$ cat src/design/sac_pkg.sv
`default_nettype none
package sac_pkg;
    // Converter geometry
    localparam int SAR_BITS = 14;
    localparam logic [13:0] NEG_FULL_CODE = 14'h2000;

    // Conversion timing, 100 MHz core clock
    localparam int CLK_PERIOD_NS = 10;
    localparam int CONV_TIME_NS = 260;
    localparam int CONV_CYCLES = CONV_TIME_NS / CLK_PERIOD_NS;
    localparam logic [4:0] LAST_CNT = 5'(CONV_CYCLES - 1);
    localparam logic [4:0] LATCH_CNT = 5'(CONV_CYCLES - 2);
    localparam logic [4:0] LAUNCH_CNT = 5'(CONV_CYCLES - SAR_BITS - 4);

    // APB register byte offsets
    localparam logic [7:0] OFS_CTRL = 8'h00;
    localparam logic [7:0] OFS_STATUS = 8'h04;
    localparam logic [7:0] OFS_RESULT = 8'h08;
    localparam logic [7:0] OFS_INT_STAT = 8'h0c;
    localparam logic [7:0] OFS_INT_MASK = 8'h10;

    // Control register fields
    localparam int CTRL_SOFT_START = 0;

    // Status register fields
    localparam int STAT_BUSY = 0;
    localparam int STAT_NAP = 1;
    localparam int STAT_SLEEP = 2;
    localparam int STAT_SPAN_LO = 4;

    // Result register fields
    localparam int RES_FLAG = 16;

    // Interrupt status and mask fields
    localparam int INT_DONE = 0;
    localparam int INT_IGNORED = 1;
    localparam int INT_RANGE = 2;
    localparam int INT_BITS = 3;

    // Reset values
    localparam logic [2:0] INT_MASK_RST = 3'h0;
    localparam logic [13:0] RESULT_RST = 14'h0000;

    // Span levels: 0 dB, -3 dB, -6 dB, -9 dB
    typedef enum logic [1:0] {
        SPAN_0DB = 2'b00,
        SPAN_M3DB = 2'b01,
        SPAN_M6DB = 2'b10,
        SPAN_M9DB = 2'b11
    } sac_span_type;

    typedef enum logic [0:0] {
        ST_IDLE = 1'b0,
        ST_CONV = 1'b1
    } sac_state_type;
endpackage
`default_nettype wire

$ cat src/design/sac_adc_ctrl.sv
// Behaviour
// - falling start input begins a conversion; ignored here while nap or sleep is set
// - start edges ignored while converting
// - busy low during conversion, else high
// - SAR decides bits MSB to LSB
// - full word loaded into output latches
// - result bus bit thirteen is MSB
// - flag high, MSB low means over-range
// - two select pins choose four spans
// - nap input low enters nap, reference on
// - sleep input low enters deepest power-down
// - result presented in two's complement
// - flag on most negative code or overrange
// - conversion completes in 260ns
//
// The register offsets and the APB slave port were left to the implementer.
`default_nettype none
module sac_adc_ctrl (
    input wire logic clk,
    input wire logic rst_b,
    input wire logic conversion_start_n,
    input wire logic span_select0,
    input wire logic span_select1,
    input wire logic nap_n,
    input wire logic deep_powerdown_n,
    input wire logic compAbove,
    input wire logic overRangeCmp,
    output logic [13:0] dacCode,
    output logic busy,
    output logic [13:0] result_bus,
    output logic range_exceeded_flag,
    output logic [1:0] spanLevel,
    output logic napMode,
    output logic sleepMode,
    output logic refEnable,
    output logic irq,
    input wire logic psel,
    input wire logic penable,
    input wire logic pwrite,
    input wire logic [7:0] paddr,
    input wire logic [31:0] pwdata,
    output logic [31:0] prdata,
    output logic pready,
    output logic pslverr
);
    typedef struct packed {
        sac_pkg::sac_state_type state;
        logic [4:0] cnt;
        logic startPrev;
        logic busy;
        logic sarStart;
        logic [13:0] result;
        logic flag;
        logic nap;
        logic sleep;
        logic refEn;
        logic [1:0] span;
        logic [sac_pkg::INT_BITS-1:0] intStat;
        logic [sac_pkg::INT_BITS-1:0] intMask;
        logic irq;
        logic pready;
        logic pslverr;
        logic [31:0] prdata;
    } sac_ctrl_type;

    sac_ctrl_type s_r;
    sac_ctrl_type s_nxt;
    logic [13:0] sarCode;

    function automatic logic addrHit(input logic [7:0] addr, input logic [7:0] ofs);
        addrHit = (addr == ofs);
    endfunction

    function automatic logic [1:0] spanOf(input logic sel0, input logic sel1);
        // Both high 0 dB, sel0 only -3 dB, sel1 only -6 dB, none -9 dB
        spanOf = {~sel0, ~sel1};
    endfunction

    sac_sar_engine #(
        .BITS(sac_pkg::SAR_BITS)
    ) u_sar (
        .clk(clk),
        .rst_b(rst_b),
        .sarStart(s_r.sarStart),
        .compAbove(compAbove),
        .trialCode(sarCode)
    );

    always_comb begin
        logic startEdge;
        logic softStart;
        logic apbDone;
        logic mapped;
        logic [sac_pkg::INT_BITS-1:0] evSet;
        logic [13:0] twos;
        startEdge = 1'b0;
        softStart = 1'b0;
        apbDone = 1'b0;
        mapped = 1'b0;
        evSet = '0;
        twos = '0;
        s_nxt = s_r;
        s_nxt.sarStart = 1'b0;
        s_nxt.startPrev = conversion_start_n;
        s_nxt.span = spanOf(span_select0, span_select1);

        apbDone = psel && penable && s_r.pready;
        softStart = apbDone && pwrite && addrHit(paddr, sac_pkg::OFS_CTRL)
            && pwdata[sac_pkg::CTRL_SOFT_START];
        startEdge = (s_r.startPrev && !conversion_start_n) || softStart;

        case (s_r.state)
            sac_pkg::ST_IDLE: begin
                // Power state changes only between conversions
                s_nxt.nap = !nap_n;
                s_nxt.sleep = !deep_powerdown_n;
                s_nxt.refEn = deep_powerdown_n;
                if (startEdge) begin
                    if (s_r.nap || s_r.sleep) begin
                        evSet[sac_pkg::INT_IGNORED] = 1'b1;
                    end else begin
                        s_nxt.state = sac_pkg::ST_CONV;
                        s_nxt.cnt = '0;
                        s_nxt.busy = 1'b0;
                    end
                end
            end
            sac_pkg::ST_CONV: begin
                if (startEdge) begin
                    evSet[sac_pkg::INT_IGNORED] = 1'b1;
                end
                s_nxt.cnt = s_r.cnt + 5'h01;
                if (s_r.cnt == sac_pkg::LAUNCH_CNT) begin
                    s_nxt.sarStart = 1'b1;
                end
                if (s_r.cnt == sac_pkg::LATCH_CNT) begin
                    // Offset binary to two's complement
                    twos = {~sarCode[13], sarCode[12:0]};
                    s_nxt.result = twos;
                    s_nxt.flag = overRangeCmp || (twos == sac_pkg::NEG_FULL_CODE);
                    evSet[sac_pkg::INT_RANGE] = s_nxt.flag;
                end
                if (s_r.cnt == sac_pkg::LAST_CNT) begin
                    // Data settled one cycle before busy rises
                    s_nxt.busy = 1'b1;
                    s_nxt.state = sac_pkg::ST_IDLE;
                    evSet[sac_pkg::INT_DONE] = 1'b1;
                end
            end
            default: begin
                s_nxt.state = sac_pkg::ST_IDLE;
                s_nxt.busy = 1'b1;
            end
        endcase

        // APB slave: answer in the access phase
        s_nxt.pready = psel && !penable;
        mapped = addrHit(paddr, sac_pkg::OFS_CTRL) || addrHit(paddr, sac_pkg::OFS_STATUS)
            || addrHit(paddr, sac_pkg::OFS_RESULT) || addrHit(paddr, sac_pkg::OFS_INT_STAT)
            || addrHit(paddr, sac_pkg::OFS_INT_MASK);
        if (psel && !penable) begin
            s_nxt.pslverr = !mapped;
            s_nxt.prdata = '0;
            if (!pwrite) begin
                if (addrHit(paddr, sac_pkg::OFS_STATUS)) begin
                    s_nxt.prdata[sac_pkg::STAT_BUSY] = s_r.busy;
                    s_nxt.prdata[sac_pkg::STAT_NAP] = s_r.nap;
                    s_nxt.prdata[sac_pkg::STAT_SLEEP] = s_r.sleep;
                    s_nxt.prdata[sac_pkg::STAT_SPAN_LO +: 2] = s_r.span;
                end else if (addrHit(paddr, sac_pkg::OFS_RESULT)) begin
                    s_nxt.prdata[13:0] = s_r.result;
                    s_nxt.prdata[sac_pkg::RES_FLAG] = s_r.flag;
                end else if (addrHit(paddr, sac_pkg::OFS_INT_STAT)) begin
                    s_nxt.prdata[sac_pkg::INT_BITS-1:0] = s_r.intStat;
                end else if (addrHit(paddr, sac_pkg::OFS_INT_MASK)) begin
                    s_nxt.prdata[sac_pkg::INT_BITS-1:0] = s_r.intMask;
                end
            end
        end else if (apbDone) begin
            s_nxt.pslverr = 1'b0;
        end

        if (apbDone && pwrite && addrHit(paddr, sac_pkg::OFS_INT_MASK)) begin
            s_nxt.intMask = pwdata[sac_pkg::INT_BITS-1:0];
        end
        // Read clears; a new event in the same cycle survives
        if (apbDone && !pwrite && addrHit(paddr, sac_pkg::OFS_INT_STAT)) begin
            s_nxt.intStat = evSet;
        end else begin
            s_nxt.intStat = s_r.intStat | evSet;
        end
        s_nxt.irq = |(s_nxt.intStat & s_nxt.intMask);
    end

    always_ff @(posedge clk or negedge rst_b) begin
        if (!rst_b) begin
            s_r <= '0;
            s_r.state <= sac_pkg::ST_IDLE;
            s_r.startPrev <= 1'b1;
            s_r.busy <= 1'b1;
            s_r.refEn <= 1'b1;
            s_r.result <= sac_pkg::RESULT_RST;
            s_r.intMask <= sac_pkg::INT_MASK_RST;
        end else begin
            s_r <= s_nxt;
        end
    end

    assign dacCode = sarCode;
    assign busy = s_r.busy;
    assign result_bus = s_r.result;
    assign range_exceeded_flag = s_r.flag;
    assign spanLevel = s_r.span;
    assign napMode = s_r.nap;
    assign sleepMode = s_r.sleep;
    assign refEnable = s_r.refEn;
    assign irq = s_r.irq;
    assign prdata = s_r.prdata;
    assign pready = s_r.pready;
    assign pslverr = s_r.pslverr;
endmodule
`default_nettype wire

$ cat src/design/sac_sar_engine.sv
`default_nettype none
module sac_sar_engine #(
    parameter int BITS = 14
) (
    input wire logic clk,
    input wire logic rst_b,
    input wire logic sarStart,
    input wire logic compAbove,
    output logic [BITS-1:0] trialCode
);
    typedef struct packed {
        logic active;
        logic [$clog2(BITS)-1:0] bitIdx;
        logic [BITS-1:0] code;
    } sac_sar_type;

    sac_sar_type s_r;
    sac_sar_type s_nxt;

    always_comb begin
        s_nxt = s_r;
        if (sarStart) begin
            // First trial is the MSB at half scale
            s_nxt.active = 1'b1;
            s_nxt.bitIdx = ($clog2(BITS))'(BITS - 1);
            s_nxt.code = '0;
            s_nxt.code[BITS-1] = 1'b1;
        end else if (s_r.active) begin
            // One decision per step, MSB down to LSB
            if (!compAbove) begin
                s_nxt.code[s_r.bitIdx] = 1'b0;
            end
            if (s_r.bitIdx == '0) begin
                s_nxt.active = 1'b0;
            end else begin
                s_nxt.bitIdx = s_r.bitIdx - 1'b1;
                s_nxt.code[s_r.bitIdx - 1'b1] = 1'b1;
            end
        end
    end

    always_ff @(posedge clk or negedge rst_b) begin
        if (!rst_b) begin
            s_r <= '0;
        end else begin
            s_r <= s_nxt;
        end
    end

    assign trialCode = s_r.code;
endmodule
`default_nettype wire

$ cat config.mk
export PLATFORM = sky130hd
export DESIGN_NAME = sac_adc_ctrl
export DESIGN_NICKNAME = d
export VERILOG_FILES = /design/src/design/sac_pkg.sv /design/src/design/sac_adc_ctrl.sv /design/src/design/sac_sar_engine.sv
export SDC_FILE = /design/constraint.sdc
export NUM_CORES = 1
export LEC_CHECK = 0
export BUFFER_PORTS_ARGS = -buffer_cell sky130_fd_sc_hd__clkbuf_2
export CAP_MARGIN = 15
export CORE_MARGIN = 2
export CORE_UTILIZATION = 50
export CTS_CLUSTER_SIZE = 8
export DETAILED_ROUTE_END_ITERATION = 6
export PLACE_DENSITY = 0.78
export SETUP_SLACK_MARGIN = 0.05
export SLEW_MARGIN = 20
export SYNTH_ARGS = -nofsm -noshare
export SYNTH_HDL_FRONTEND = slang
export SYNTH_SLANG_ARGS = --single-unit
$ cat constraint.sdc
create_clock -name clk -period 2.9 [get_ports clk]
set_input_delay 0.58 -clock clk [delete_from_list [all_inputs] [get_ports clk]]
set_output_delay 0.58 -clock clk [all_outputs]
set_load 0.02 [all_outputs]
==> results.toml, run 1 <==
[outcome]
status = "finished clean"

[timing]
slew_headroom = 0.596
period_share = 0.611
worst_pin_slew_ns = 0.607
min_period_ns = 1.77
fin_tns_setup_ns = 0
fmax_ghz = 0.565
setup_viol = 0
clock_skew_ns = 0.00839
finalMaxSlewViolations = 0
timing.hold.ws_ns = 0.233
hold_violations = 0
grt_setup_unrepaired = "false"

[synth]
synthTopCellsByCount = "dfrtp_1 (69), nand2_1 (63), buf_4 (62)"
synth-xor-area-share = 0.00238
synthAdderAreaFrac = 0.0102
yosys_warnings = 0
synth-compound-area-share = 0.139
synthTopCellsByArea = "dfrtp_1 (47%), buf_4 (13%), nand2_1 (6.4%)"
muxShareOfSynthArea = 0.0163
syn_area_mm2 = 0.00369
synth-simple-area-share = 0.187
synth_ff_type = "dfrtp_1"
ys_seq_elements = 72
syn_inst = 385
synth_edf_count = 0
synth_top_family_by_area = "simple AND/OR/NAND/NOR gates"
synth_area_per_cell_um2 = 9.58
yosysTopAreaCell = "dfrtp_1"
synth.most_common_cell = "dfrtp_1"
synth.top_cell.area_share = 0.468
ys_seq_area_frac = 0.490
synth-async-reset-ratio = 1.00
ys_types = 51

[floorplanning]
ioPinCount = 122
start_util = 0.511
std_cell_rows = 31
dieArea_mm2 = 0.00808
dieWidth_um = 89.9
die_h_um = 89.9
fp.coreArea_mm2 = 0.00721

[layout]
drive_above_1_share = 0.265
layoutNonFillerInstCount = 518
area_delta_synth_final_pct = 6.96
antenna_cells = 0
final_util = 0.547
nets = 469

[grt]
track_usage = 0.188
grt_max_degree = 31
grt_pass1_wl_um = 12100
grt_overflow = 0
antenna_found_initial = 0
first_global_vias = 2453

[worst_setup_path]
path_class = "in2reg"
reg2reg_from = "s_r[64]$_DFFE_PN0P_"
ff2ff_path_depth = 7
critPathLaunchType = "input pin"
r2r-end = "irq$_DFF_PN0_"
worst_setup_path_end_kind = "register"
arrival_ns = 2.06
r2r_slack_ns = 1.21
worst_ep_required_time_ns = 3.19
cp_max_fo = 10

[routing]
vias = 2747
dr.pass1.iters = 4
m1WireLength_um = 3270
antenna_left = 0
drt_wl_total_um = 7450
post-route-drc-count = 0
drt_iter0_markers = 174
routed.top_layer = "met4"
met2RoutedLength_um = 3570
met3WireLength_um = 457
via_per_inst = 5.30
wl_per_cell_um = 14.4

[clocking]
cts_htree_levels = 3
cts_resized = 0
post-cts-setup-buffers = 0
root_buffer = "clkbuf_8"
clock_latency_ns = 0.35
cts_made_buffers = 9
ctsHoldBuffers = 0
clk_path_buf_depth = 2
clkSinkCount = 72
clkTransAtPathRegs_ns = 0.08
cts_tree = "built"

[power_and_ir_drop]
seqPwrFrac = 0.480
leakagePower_nw = 1.94
finalPower_mw = 3.54
max-vdd-ir-drop_mv = 0.322
power.internal_mw = 2.10
clkPwrFrac = 0.222
swShare = 0.408
switching_power_mw = 1.45
powerDensity_mw_per_mm2 = 898
p_comb_frac = 0.298

[place]
port_buffers = 75
dpl.cell_count = 502
gp_congestion = 0.903
detailed_place_hpwl_um = 5410

[job]
drv_cap = 0

[min_path]
min_path_type = "in2async"
==> worst max-delay path by stage <==
stage / from / endpoint / slack, ns / cells past startpoint
2_1_floorplan: paddr[2] / irq$_DFF_PN0_ / 0.98 / 6
3_3_place_gp: paddr[7] / irq$_DFF_PN0_ / 0.78 / 6
3_5_place_dp: paddr[7] / prdata[11]$_DFFE_PN0P_ / 0.76 / 6
4_1_cts: paddr[7] / prdata[11]$_DFFE_PN0P_ / 1.14 / 6
5_1_grt: paddr[7] / prdata[16]$_DFFE_PN0P_ / 0.99 / 6
6_report: paddr[7] / prdata[11]$_DFFE_PN0P_ / 1.13 / 6
==> layout by cell type, fill, tap and decap left out, types with 3 or more instances in the layout <==
master    count
a211oi_1      4
a21o_1        4
a21oi_1      23
a22o_1       11
a22oi_1       4
and3_1        3
buf_4         5
clkbuf_2     74
clkbuf_8      9
conb_1       17
dfrtp_1      69
dfstp_2       3
ha_1          3
inv_1         9
mux2_2        4
nand2_1      63
nand2b_1      4
nand3_1       9
nand4_1       4
nor2_1       20
nor2b_1       4
nor3_1       12
nor4_1        3
o21ai_0      15
o41ai_1       6
==> metal layers <==
layer  GRT usage  up-vias
li1            -     1313
met1       0.252     1337
met2       0.283       84
met3      0.0578       13
met4      0.0833        0
met5           0        -
==> cells by family (layout without fill, tap and decap cells) <==
| logic type | after synthesis | in the layout |
|---|---|---|
| xor+xnor | 1 | 1 |
| other cells | 1 | 17 |
| mux | 5 | 5 |
| compound gates | 77 | 77 |
| flops | 72 | 72 |
| simple gates | 139 | 139 |
| buf+inv | 87 | 105 |
| fa+ha+maj | 3 | 3 |
==> worst max-delay path, stage by stage <==
cell	delay, ns
clkbuf_2	0.09
nor4_2	0.39
and2_1	0.25
nand3_1	0.15
nor3_4	0.40
a22o_1	0.20
==> stage by stage <==
| step | cell area (um2) | worst slack (ns) |
|---|---|---|
| after floorplan | 3750 | 0.985 |
| final | 3940 | 1.13 |
| after global routing | 3940 | 0.992 |
| after CTS | 3940 | 1.14 |
| after global placement | 3750 | 0.781 |
| after detailed placement | 3750 | 0.761 |
==> layout make-up <==
type	instances	area (um2)
repair buffers	80	413
well taps	99	124
multi-input cells	242	1370
clock inverters	6	68.8
inverters	9	33.8
flip-flops and latches	72	1810
fillers	660	3270
clock buffers	10	128
==> power by group through the flow <==
stage,clock network [mW],registers [mW],logic [mW]
global route,0.844,1.75,1.18
detailed placement,0,1.70,1.06
global placement,0,1.69,1.03
finish,0.788,1.70,1.05
CTS,0.800,1.69,1.07
floorplan,0,1.55,1.03
==> state kept, by name, summed over array words and instances (netlist names), 2 cells and up <==
| name | count |
|---|---|
| result_bus | 14 |
| u_sar.trialCode | 14 |
| s_r | 14 |
| prdata | 15 |
| u_sar.s_r | 5 |
| spanLevel | 2 |
No activity file was read; power rests on OpenSTA's default activity.
==> run 2, diff against run 1 <==
==> constraint.sdc (replaced) <==
create_clock -name clk -period 1.69 [get_ports clk]
set_input_delay 0.338 -clock clk [delete_from_list [all_inputs] [get_ports clk]]
set_output_delay 0.338 -clock clk [all_outputs]
set_load 0.02 [all_outputs]
==> results.toml, run 2 (synthesis gave the netlist of run 1 again) <==
[outcome]
status = "finished clean"

[place]
port_buffers = 75
gp_congestion = 0.931
postPlaceCellArea_mm2 = 0.00392
detailed_place_hpwl_um = 5580

[power_and_ir_drop]
power.internal_mw = 3.80
seqPwrFrac = 0.456
leakagePower_nw = 2.05
powerDensity_mw_per_mm2 = 1500
clkPwrFrac = 0.229
p_comb_frac = 0.314
switching_power_mw = 2.45
finalPower_mw = 6.25
max-vdd-ir-drop_mv = 0.534
swShare = 0.391

[worst_setup_path]
endpoint = "irq$_DFF_PN0_"
critPathLaunchType = "register"
ff2ff_path_depth = 5
cp-startpoint = "pready$_DFF_PN0_"
arrival_ns = 1.82
reg2reg_from = "pready$_DFF_PN0_"
worst_ep_required_time_ns = 1.92
cp_max_fo = 3
path_class = "reg2reg"
r2r_slack_ns = 0.1
worst_setup_path_end_kind = "register"
r2r-end = "irq$_DFF_PN0_"

[floorplanning]
dieArea_mm2 = 0.00808
ioPinCount = 122
std_cell_rows = 31
dieWidth_um = 89.9
start_util = 0.511
die_h_um = 89.9
fp.coreArea_mm2 = 0.00721

[routing]
drt_wl_total_um = 7690
post-route-drc-count = 0
dr.pass1.iters = 4
drt_iter0_markers = 162
antenna_left = 0
via_per_inst = 5.24
wl_per_cell_um = 14.3
vias = 2815

[timing]
period_share = 0.943
clock_skew_ns = 0.00400
slew_headroom = 0.626
fmax_ghz = 0.628
setup_viol = 0
worst_pin_slew_ns = 0.561
hold_violations = 0
finalMaxSlewViolations = 0
timing.hold.ws_ns = 0.000559
min_period_ns = 1.59
grt_setup_unrepaired = "true"

[layout]
area_delta_synth_final_pct = 12.7
final_cell_mix = "clkbuf_2 (74), dfrtp_1 (69), nand2_1 (63)"
largest_reg_flops = 15
seq_area_mm2 = 0.00181
final_design_area_no_fill_mm2 = 0.00415
multiInputGateArea_mm2 = 0.00140
layout_commonest_cell = "clkbuf_2"
fill_cells = 634
antenna_cells = 0
drive_above_1_share = 0.306
nets = 489

[clocking]
clkTransAtPathRegs_ns = 0.07
root_buffer = "clkbuf_8"
clkSinkCount = 72
cts_tree = "built"
cts_made_buffers = 9
ctsHoldBuffers = 0
cts_htree_levels = 3
clock_latency_ns = 0.34
clk_path_buf_depth = 2

[grt]
antenna_found_initial = 0
track_usage = 0.192
grt_pass1_wl_um = 12500
first_global_vias = 2636
grt_overflow = 0
grt_max_degree = 73

[min_path]
min_path_type = "in2async"

[job]
drv_cap = 0
==> run 2: metrics by stage <==
stage,setup TNS (ns),setup WS [ns],utilization,instances
2_1_floorplan,0,0.0327,-,401
3_3_place_gp,-0.996,-0.115,0.544,522
3_5_place_dp,-1.19,-0.124,0.544,522
4_1_cts,0,0.0593,0.572,537
5_1_grt,0,0.0383,0.576,537
6_report,0,0.0971,0.576,537
==> run 2: critical path: stages, from the launching register on <==
cell and delay [ns]:
dfrtp_1 0.35, and4_4 0.26, nand4_4 0.12, mux2_4 0.33, and2_0 0.14, a221o_1 0.27
==> run 2: cell type report <==
class / instances / area share
tap: 99 / 0.0298
timing repair buffer: 100 / 0.142
sequential: 72 / 0.435
multi-input combinational: 242 / 0.337
clock buffer: 11 / 0.0316
clock inverter: 4 / 0.0169
inverter: 9 / 0.00813
==> run 2: worst min path at each step <==
| stage | end | depth (start not counted) |
|---|---|---|
| 6_report | prdata[1]$_DFFE_PN0P_ | 2 |
| 5_1_grt | prdata[1]$_DFFE_PN0P_ | 2 |
| 4_1_cts | irq$_DFF_PN0_ | 2 |
| 3_5_place_dp | prdata[1]$_DFFE_PN0P_ | 2 |
| 3_3_place_gp | prdata[2]$_DFFE_PN0P_ | 2 |
| 2_1_floorplan | irq$_DFF_PN0_ | 0 |
==> run 2: metal layers <==
| metal | GRT usage | wire, um | vias up |
|---|---|---|---|
| met2 | 0.301 | 3720 | 79 |
| met1 | 0.256 | 3450 | 1369 |
| li1 | - | - | 1348 |
| met3 | 0.0444 | 339 | 19 |
| met5 | 0 | 0 | - |
| met4 | 0.0846 | 186 | 0 |
==> run 2: timing repair <==
action                                  4_1_cts  5_1_grt
hold endpoints to repair                      0        0
buffers inserted                              0        0
gates resized for setup                       1        6
endpoints found under the setup margin        1        6
==> run 2: power by group through the flow <==
stage	clock network [mW]	logic (mW)	registers (mW)
floorplan	0	1.76	2.66
global placement	0	1.91	2.85
detailed placement	0	1.97	2.87
CTS	1.45	1.98	2.84
global route	1.53	2.17	2.93
finish	1.43	1.96	2.85
